[src/lrc_pkg.sv]
package lrc_pkg;
  // Register map and field layout of the ladder reference control register.
  localparam logic [31:0] CTRL_OFFSET     = 32'h0000_0000;
  localparam int          ENABLE_BIT      = 15;
  localparam int          PIN_OE_BIT      = 6;
  localparam int          RANGE_BIT       = 5;
  localparam int          SOURCE_BIT      = 4;
  localparam int          TAP_MSB         = 3;
  localparam int          TAP_LSB         = 0;
  localparam int          TAP_WIDTH       = 4;
  localparam logic [31:0] CTRL_WRITE_MASK = 32'h0000_807F;
  localparam logic [31:0] CTRL_RESET      = 32'h0000_0000;
  localparam logic [3:0]  TAP_RESET       = 4'h0;
  localparam logic [1:0]  HTRANS_NONSEQ   = 2'h2;
  localparam logic [1:0]  HTRANS_SEQ      = 2'h3;
  localparam logic [2:0]  HSIZE_WORD      = 3'h2;
  localparam logic [31:0] READ_ZERO       = 32'h0000_0000;
endpackage : lrc_pkg

[src/lrc_ladder_reference_control.sv]
// Implementation choices: the AHB-Lite slave port and the placing of the registers.
`timescale 1ns/1ps
// Behaviour
// Enable at bit 15, other bits untouched
// Disabled: ladder powered down, fields kept
// Bits 31-16, 14-7 ignore writes, read zero
// Bit 6 connects level to output pin
// Bit 5 selects low or offset range
// Bit 4 selects external or analog supply
// Bits 3-0 tap code drives the ladder
// Level always routed to comparators internally; here comparator_ref_enable follows bit 15, so only while enabled
// Software avoids access right after disabling
// Reset clears all implemented bits to zero
module lrc_ladder_reference_control (
  // Clock and reset.
  input  wire logic        hclk,
  input  wire logic        hresetn,
  // AHB-Lite slave.
  input  wire logic        hsel,
  input  wire logic [31:0] haddr,
  input  wire logic [1:0]  htrans,
  input  wire logic        hwrite,
  input  wire logic [2:0]  hsize,
  input  wire logic [31:0] hwdata,
  input  wire logic        hready,
  output logic      [31:0] hrdata,
  output logic             hreadyout,
  output logic             hresp,
  // Ladder controls.
  output logic             ladder_power_down,
  output logic             ref_pin_output_enable,
  output logic             ref_range_select,
  output logic             ref_source_select,
  output logic      [3:0]  ref_tap_code,
  output logic             comparator_ref_enable
);

  // Stored control word and bus pipeline state.
  logic [31:0] ctrl;
  logic [31:0] next_ctrl;
  logic        wr_pend;
  logic        next_wr_pend;
  logic [31:0] next_hrdata;
  logic        next_hreadyout;
  logic        next_hresp;
  // Next values of the ladder controls.
  logic        next_ladder_power_down;
  logic        next_pin_oe;
  logic        next_range_sel;
  logic        next_source_sel;
  logic [3:0]  next_tap_code;
  logic        next_comp_en;
  // Address phase decode.
  logic        addr_hit;
  logic        active;
  logic        write_hit;
  logic        read_hit;

  // Keeps only the implemented fields; everything else stores and reads as zero.
  function automatic logic [31:0] implemented_bits(input logic [31:0] word);
    return word & lrc_pkg::CTRL_WRITE_MASK;
  endfunction : implemented_bits

  function automatic logic is_transfer(input logic sel, input logic rdy, input logic [1:0] trans);
    return sel && rdy && (trans == lrc_pkg::HTRANS_NONSEQ || trans == lrc_pkg::HTRANS_SEQ);
  endfunction : is_transfer

  // A transfer only hits the register when it is a word access to its offset.
  always_comb begin
    active    = is_transfer(hsel, hready, htrans);
    addr_hit  = (haddr == lrc_pkg::CTRL_OFFSET) && (hsize == lrc_pkg::HSIZE_WORD);
    write_hit = active && hwrite && addr_hit;
    read_hit  = active && !hwrite && addr_hit;
  end

  // A write lands at the end of its data phase, when hwdata stands.
  always_comb begin
    next_wr_pend = write_hit;
    next_ctrl    = ctrl;
    if (wr_pend) begin
      next_ctrl = implemented_bits(hwdata);
    end
  end

  always_ff @(posedge hclk or negedge hresetn) begin
    if (!hresetn) begin
      ctrl    <= lrc_pkg::CTRL_RESET;
      wr_pend <= 1'b0;
    end else begin
      ctrl    <= next_ctrl;
      wr_pend <= next_wr_pend;
    end
  end

  // Read data is formed in the address phase so it stands for the data phase only.
  // A read right behind a write sees the new word because it looks at next_ctrl.
  always_comb begin
    next_hrdata    = lrc_pkg::READ_ZERO;
    next_hreadyout = 1'b1;
    next_hresp     = 1'b0;
    if (read_hit) begin
      next_hrdata = implemented_bits(next_ctrl);
    end
  end

  always_ff @(posedge hclk or negedge hresetn) begin
    if (!hresetn) begin
      hrdata    <= lrc_pkg::READ_ZERO;
      hreadyout <= 1'b1;
      hresp     <= 1'b0;
    end else begin
      hrdata    <= next_hrdata;
      hreadyout <= next_hreadyout;
      hresp     <= next_hresp;
    end
  end

  // Ladder controls move in the same cycle as the stored word.
  // The pin is also cut while disabled, since a powered-down ladder has no level to show.
  always_comb begin
    next_ladder_power_down = !next_ctrl[lrc_pkg::ENABLE_BIT];
    next_pin_oe            = next_ctrl[lrc_pkg::ENABLE_BIT] && next_ctrl[lrc_pkg::PIN_OE_BIT];
    next_range_sel         = next_ctrl[lrc_pkg::RANGE_BIT];
    next_source_sel        = next_ctrl[lrc_pkg::SOURCE_BIT];
    next_tap_code          = next_ctrl[lrc_pkg::TAP_MSB:lrc_pkg::TAP_LSB];
    next_comp_en           = next_ctrl[lrc_pkg::ENABLE_BIT];
  end

  always_ff @(posedge hclk or negedge hresetn) begin
    if (!hresetn) begin
      ladder_power_down     <= 1'b1;
      ref_pin_output_enable <= 1'b0;
      ref_range_select      <= 1'b0;
      ref_source_select     <= 1'b0;
      ref_tap_code          <= lrc_pkg::TAP_RESET;
      comparator_ref_enable <= 1'b0;
    end else begin
      ladder_power_down     <= next_ladder_power_down;
      ref_pin_output_enable <= next_pin_oe;
      ref_range_select      <= next_range_sel;
      ref_source_select     <= next_source_sel;
      ref_tap_code          <= next_tap_code;
      comparator_ref_enable <= next_comp_en;
    end
  end

  power_down_a: assert property (@(posedge hclk) disable iff (!hresetn)
    ladder_power_down == !ctrl[lrc_pkg::ENABLE_BIT])
    else $error("Ladder power-down does not follow the enable bit.");

  fields_kept_a: assert property (@(posedge hclk) disable iff (!hresetn)
    (wr_pend && !hwdata[lrc_pkg::ENABLE_BIT]) |=>
    (ctrl == ($past(hwdata) & lrc_pkg::CTRL_WRITE_MASK)))
    else $error("Stored fields lost on a disabling write.");

  unused_zero_a: assert property (@(posedge hclk) disable iff (!hresetn)
    implemented_bits(ctrl) == ctrl)
    else $error("Unimplemented control bits became set.");

  pin_connect_a: assert property (@(posedge hclk) disable iff (!hresetn)
    ref_pin_output_enable |-> (ctrl[lrc_pkg::PIN_OE_BIT] && ctrl[lrc_pkg::ENABLE_BIT]))
    else $error("Pin connected without the connect bit.");

  range_sel_a: assert property (@(posedge hclk) disable iff (!hresetn)
    ref_range_select == ctrl[lrc_pkg::RANGE_BIT])
    else $error("Range select differs from stored bit.");

  source_sel_a: assert property (@(posedge hclk) disable iff (!hresetn)
    ref_source_select == ctrl[lrc_pkg::SOURCE_BIT])
    else $error("Source select differs from stored bit.");

  tap_code_a: assert property (@(posedge hclk) disable iff (!hresetn)
    wr_pend |=> (ref_tap_code == ctrl[lrc_pkg::TAP_MSB:lrc_pkg::TAP_LSB] &&
                 ctrl == ($past(hwdata) & lrc_pkg::CTRL_WRITE_MASK)))
    else $error("Tap code did not follow the write.");

  comp_route_a: assert property (@(posedge hclk) disable iff (!hresetn)
    comparator_ref_enable == ctrl[lrc_pkg::ENABLE_BIT])
    else $error("Comparator reference not tied to enable.");

  reset_clear_a: assert property (@(posedge hclk)
    $rose(hresetn) |-> (ctrl == lrc_pkg::CTRL_RESET && ladder_power_down))
    else $error("Control register not cleared by reset.");

  enable_write_a: assert property (@(posedge hclk) disable iff (!hresetn)
    wr_pend |=> (ctrl == ($past(hwdata) & lrc_pkg::CTRL_WRITE_MASK)))
    else $error("Write did not store the implemented bits.");

  enable_keeps_a: assert property (@(posedge hclk) disable iff (!hresetn)
    (wr_pend && hwdata[lrc_pkg::ENABLE_BIT]) |=>
    (ctrl[lrc_pkg::PIN_OE_BIT:lrc_pkg::TAP_LSB] == next_ctrl[lrc_pkg::PIN_OE_BIT:lrc_pkg::TAP_LSB] || wr_pend))
    else $error("Fields changed without a write after enabling.");

  no_write_hold_a: assert property (@(posedge hclk) disable iff (!hresetn)
    !wr_pend |=> $stable(ctrl))
    else $error("Control word changed without a write.");

  disabled_off_a: assert property (@(posedge hclk) disable iff (!hresetn)
    !ctrl[lrc_pkg::ENABLE_BIT] |-> (ladder_power_down && !ref_pin_output_enable && !comparator_ref_enable))
    else $error("Ladder active while disabled.");

  enabled_on_a: assert property (@(posedge hclk) disable iff (!hresetn)
    ctrl[lrc_pkg::ENABLE_BIT] |-> !ladder_power_down)
    else $error("Ladder powered down while enabled.");

  power_hold_a: assert property (@(posedge hclk) disable iff (!hresetn)
    !wr_pend |=> $stable(ladder_power_down))
    else $error("Power-down changed without a write.");

  read_value_a: assert property (@(posedge hclk) disable iff (!hresetn)
    (read_hit && !wr_pend) |=> (hrdata == $past(ctrl)))
    else $error("Read data differs from the stored word.");

  read_after_write_a: assert property (@(posedge hclk) disable iff (!hresetn)
    (read_hit && wr_pend) |=> (hrdata == ($past(hwdata) & lrc_pkg::CTRL_WRITE_MASK)))
    else $error("Read right after a write missed the new word.");

  read_idle_a: assert property (@(posedge hclk) disable iff (!hresetn)
    !read_hit |=> (hrdata == lrc_pkg::READ_ZERO))
    else $error("Read data not zero outside a register read.");

  read_masked_a: assert property (@(posedge hclk) disable iff (!hresetn)
    implemented_bits(hrdata) == hrdata)
    else $error("Unimplemented bits read as one.");

  unmapped_write_a: assert property (@(posedge hclk) disable iff (!hresetn)
    (active && hwrite && !addr_hit) |=> !wr_pend)
    else $error("Write to another address was taken.");

  pin_off_a: assert property (@(posedge hclk) disable iff (!hresetn)
    (ctrl[lrc_pkg::ENABLE_BIT] && !ctrl[lrc_pkg::PIN_OE_BIT]) |-> !ref_pin_output_enable)
    else $error("Pin connected although the connect bit is clear.");

  pin_on_a: assert property (@(posedge hclk) disable iff (!hresetn)
    (ctrl[lrc_pkg::ENABLE_BIT] && ctrl[lrc_pkg::PIN_OE_BIT]) |-> ref_pin_output_enable)
    else $error("Pin not connected although the connect bit is set.");

  range_hold_a: assert property (@(posedge hclk) disable iff (!hresetn)
    !wr_pend |=> $stable(ref_range_select))
    else $error("Range select changed without a write.");

  source_hold_a: assert property (@(posedge hclk) disable iff (!hresetn)
    !wr_pend |=> $stable(ref_source_select))
    else $error("Source select changed without a write.");

  tap_stored_a: assert property (@(posedge hclk) disable iff (!hresetn)
    ref_tap_code == ctrl[lrc_pkg::TAP_MSB:lrc_pkg::TAP_LSB])
    else $error("Tap code differs from the stored field.");

  tap_hold_a: assert property (@(posedge hclk) disable iff (!hresetn)
    !wr_pend |=> $stable(ref_tap_code))
    else $error("Tap code changed without a write.");

  comp_free_a: assert property (@(posedge hclk) disable iff (!hresetn)
    (ctrl[lrc_pkg::ENABLE_BIT] && !ctrl[lrc_pkg::PIN_OE_BIT]) |-> comparator_ref_enable)
    else $error("Comparator level lost when the pin is cut.");

  comp_hold_a: assert property (@(posedge hclk) disable iff (!hresetn)
    !wr_pend |=> $stable(comparator_ref_enable))
    else $error("Comparator level changed without a write.");

  reset_outputs_a: assert property (@(posedge hclk)
    $rose(hresetn) |-> (!ref_pin_output_enable && !ref_range_select && !ref_source_select &&
                        ref_tap_code == lrc_pkg::TAP_RESET && !comparator_ref_enable))
    else $error("Ladder controls not cleared by reset.");

  reset_read_a: assert property (@(posedge hclk)
    $rose(hresetn) |-> (hrdata == lrc_pkg::READ_ZERO && hreadyout && !hresp))
    else $error("Bus outputs not at rest after reset.");

  ready_okay_a: assert property (@(posedge hclk) disable iff (!hresetn)
    (hreadyout && !hresp))
    else $error("Slave inserted a wait or an error response.");

endmodule : lrc_ladder_reference_control

[config.mk]
export PLATFORM = sky130hd
export DESIGN_NAME = lrc_ladder_reference_control
export DESIGN_NICKNAME = d
export VERILOG_FILES = /design/src/lrc_pkg.sv /design/src/lrc_ladder_reference_control.sv
export SDC_FILE = /design/constraint.sdc
export NUM_CORES = 1
export LEC_CHECK = 0
export BUFFER_PORTS_ARGS = -buffer_cell sky130_fd_sc_hd__buf_2
export CORE_MARGIN = 2
export CORE_UTILIZATION = 30
export DETAILED_ROUTE_END_ITERATION = 7
export GPL_TIMING_DRIVEN = 0
export PLACE_DENSITY = 0.82
export SYNTH_ARGS = -nofsm -noshare
export SYNTH_HDL_FRONTEND = slang
export SYNTH_SLANG_ARGS = --single-unit
[constraint.sdc]
create_clock -name hclk -period 1.15 [get_ports hclk]
set_input_delay 0.1725 -clock hclk [delete_from_list [all_inputs] [get_ports hclk]]
set_output_delay 0.1725 -clock hclk [all_outputs]
set_load 0.01 [all_outputs]
==> impl_metrics.py <==
metrics = {
    "logic_synthesis": {
        "synth_cell_types": 17,
        "synth_top_area_share_pct": 43.43,
        "synth.largest_area_cell": "dfrtp_1",
        "ys_seq_area_share_pct": 45.96,
        "avgSynthCellArea_sq_um": 11.03,
        "synthCells": 94,
        "syn_area_sq_um": 1037,
        "ys_ff_latch": 19,
        "synth_area_leaders": "dfrtp_1 43%, buf_4 22%, nor4_1 6.6%",
        "ys_warn_count": 0,
    },
    "timing": {
        "setup_tns_ns": 0,
        "finalCritPeriodShare_pct": 98.27,
        "hold_ws_ns": 0.1195,
        "worst_slack_ns": 0.01987,
        "hold_viol_final": 0,
        "rsz0062_at_grt": "yes",
        "setup_viol": 0,
        "slew_violations": 0,
        "finalCriticalPeriod_ns": 1.130,
        "fin_skew_ns": 0.002669,
        "max_freq_mhz": 884.9,
    },
    "cts": {
        "cts_max_path_buffers": 2,
        "clk_pin_slew_ns": 0.10,
        "cts_max_level": 1,
        "cts_buffers": 3,
        "cts_tree": "done",
        "cts.sinks": 19,
        "clk_latency_ns": 0.29,
        "cts.root.buffer_cell": "clkbuf_4",
    },
    "global_routing": {
        "grt_overflow": 0,
        "grt_max_degree": 20,
        "grtUsageTotal_pct": 11.41,
        "grt_pass1_wl_mm": 3.629,
        "grt_pass1_vias": 901,
        "antenna_found_initial": 0,
    },
    "route": {
        "firstDrtPassIters": 3,
        "wl_mm": 2.340,
        "vias": 946,
        "drt-initial-drc-count": 13,
        "antenna_left": 0,
        "drc": 0,
        "routedWlPerCell_um": 9.873,
        "vias_per_cell": 3.992,
    },
    "setup_path": {
        "crit_path_cell_trace": "buf_8 -> mux2i_4 -> nor2_1 -> nor4b_2",
        "worstSetupPathType": "register to register",
        "startpoint_type": "register",
        "worst_setup_path_end_kind": "register",
        "path_buf_inv": 1,
        "slowest_stage": "dfrtp_1",
        "cp_data_arrival_time_ns": 1.30,
        "path_delay_family": "flip-flops",
        "crit_required_ns": 1.32,
        "max_stage_delay_ns": 0.37,
        "crit_fanout": 8,
    },
    "floorplanning": {
        "start_util_pct": 31.08,
        "rows": 21,
        "die_area_sq_um": 3944,
        "coreArea_sq_um": 3337,
        "io_pins": 117,
        "die_w_um": 62.80,
        "die_h_um": 62.80,
    },
    "pwr": {
        "ir_worst_vdd_mv": 0.3091,
        "power_leakage_uw": 0.0009459,
        "p_per_area_nw_per_um2": 727.0,
    },
    "place": {
        "place_ws_ns": -0.2192,
        "port_buffers": 65,
        "dp_hpwl_mm": 1.885,
        "routabilityCongestion": 0.6942,
    },
    "final_layout": {
        "syn2layout_area_growth_pct": 61.88,
        "diodes": 0,
        "post-route-util_pct": 50.32,
        "num-nets-final": 266,
        "drive_gt1_share_pct": 64.92,
    },
    "hold_path": {
        "holdCritPathClass": "primary input to register",
    },
    "run_status": {
        "status": "complete, no violations",
    },
    "run": {
        "timing.max_cap.violations": 0,
    },
}
## registers in the layout, summed over array words and instances, names as in the netlist
name	cells
ctrl	5
hrdata	8
ladder_power_down	1
ref_pin_output_enable	1
ref_tap_code	3
wr_pend	1
## stage by stage
stage	area, sq um	power, uW	cells
floorplan	1127	798.7	118
global placement	1510	897.7	229
detailed placement	1510	899.0	229
CTS	1560	1219	234
global route	1679	1279	237
finish	1679	1221	237
## routing by layer
| layer | wire (um) | track usage (%) | vias to the layer above |
|---|---|---|---|
| li1 | - | - | 465 |
| met1 | 831 | 12.26 | 411 |
| met2 | 1213 | 21.64 | 66 |
| met3 | 250 | 1.441 | 4 |
| met5 | 0 | 0 | - |
| met4 | 44 | 5.833 | 0 |
## power by group
group | leakage (uW) | internal (uW) | total, uW | switching (uW)
Clock | 0.0000177 | 130 | 325 | 196
Sequential | 0.000262 | 668 | 668 | 0.0000000130
Combinational | 0.000666 | 125 | 228 | 102
## cell usage after synthesis
cell     count
nor4b_2      1
nor2_1       4
mux2i_1      2
nor4_4       1
nor4_2       2
and4b_1      1
nor4b_1      2
mux2_2       6
dfstp_2      1
buf_4       30
nand4_2      2
conb_1       2
inv_1        3
nor4_1      11
nand2_1      7
dfrtp_1     18
buf_2        1
## placed cells by master, fill, tap and decap left out, types with 2 or more instances in the layout
cell type,netlist,routed
buf_2,1,63
buf_4,30,33
buf_6,0,2
clkbuf_4,0,3
conb_1,2,26
dfrtp_1,18,18
inv_1,3,3
mux2_2,6,2
mux2_4,0,4
mux2i_4,0,2
nand2_1,7,7
nor2_1,4,4
nor4_1,11,7
nor4_2,2,6
nor4b_2,1,3
## repair_timing
item / CTS / global route
endpoints found under the hold margin: 18 / 0
setup endpoints to repair: 8 / 10
hold buffers: 1 / 0
resized for setup: 3 / 17
buffers inserted: 0 / 3
pin swaps: 0 / 1
## final cells by class
cell class              instances  area (sq um)
fillers                       322          1658
multi-input cells              65         495.5
flip-flops and latches         19         476.7
repair buffers                 69         370.4
plain buffers                  31         240.2
well taps                      46         57.56
clock buffers                   3         22.52
inverters                       3         11.26
clock inverters                 1         5.005
## cell families after synthesis
| group | synth area share (%) |
|---|---|
| flip-flops | 45.96 |
| other | 0.7240 |
| buffers and inverters | 23.28 |
| AND/OR/NAND/NOR | 21.59 |
| multiplexers | 8.444 |
## path summary, 6_finish.rpt
check	startpoint	endpoint	slack (ns)	cells past startpoint
setup / recovery	wr_pend	hrdata[15]	0.02	4
hold / removal	hwdata[4]	ctrl[4]	0.12	2
setup reg to reg	wr_pend	hrdata[15]	0.02	4
hold reg to reg	ctrl[4]	ctrl[4]	0.53	1
max in group asynchronous	hresetn	ladder_power_down	0.52	2
min in group asynchronous	hresetn	ref_tap_code[1]	0.31	2
(Power assumes the default switching activity.)
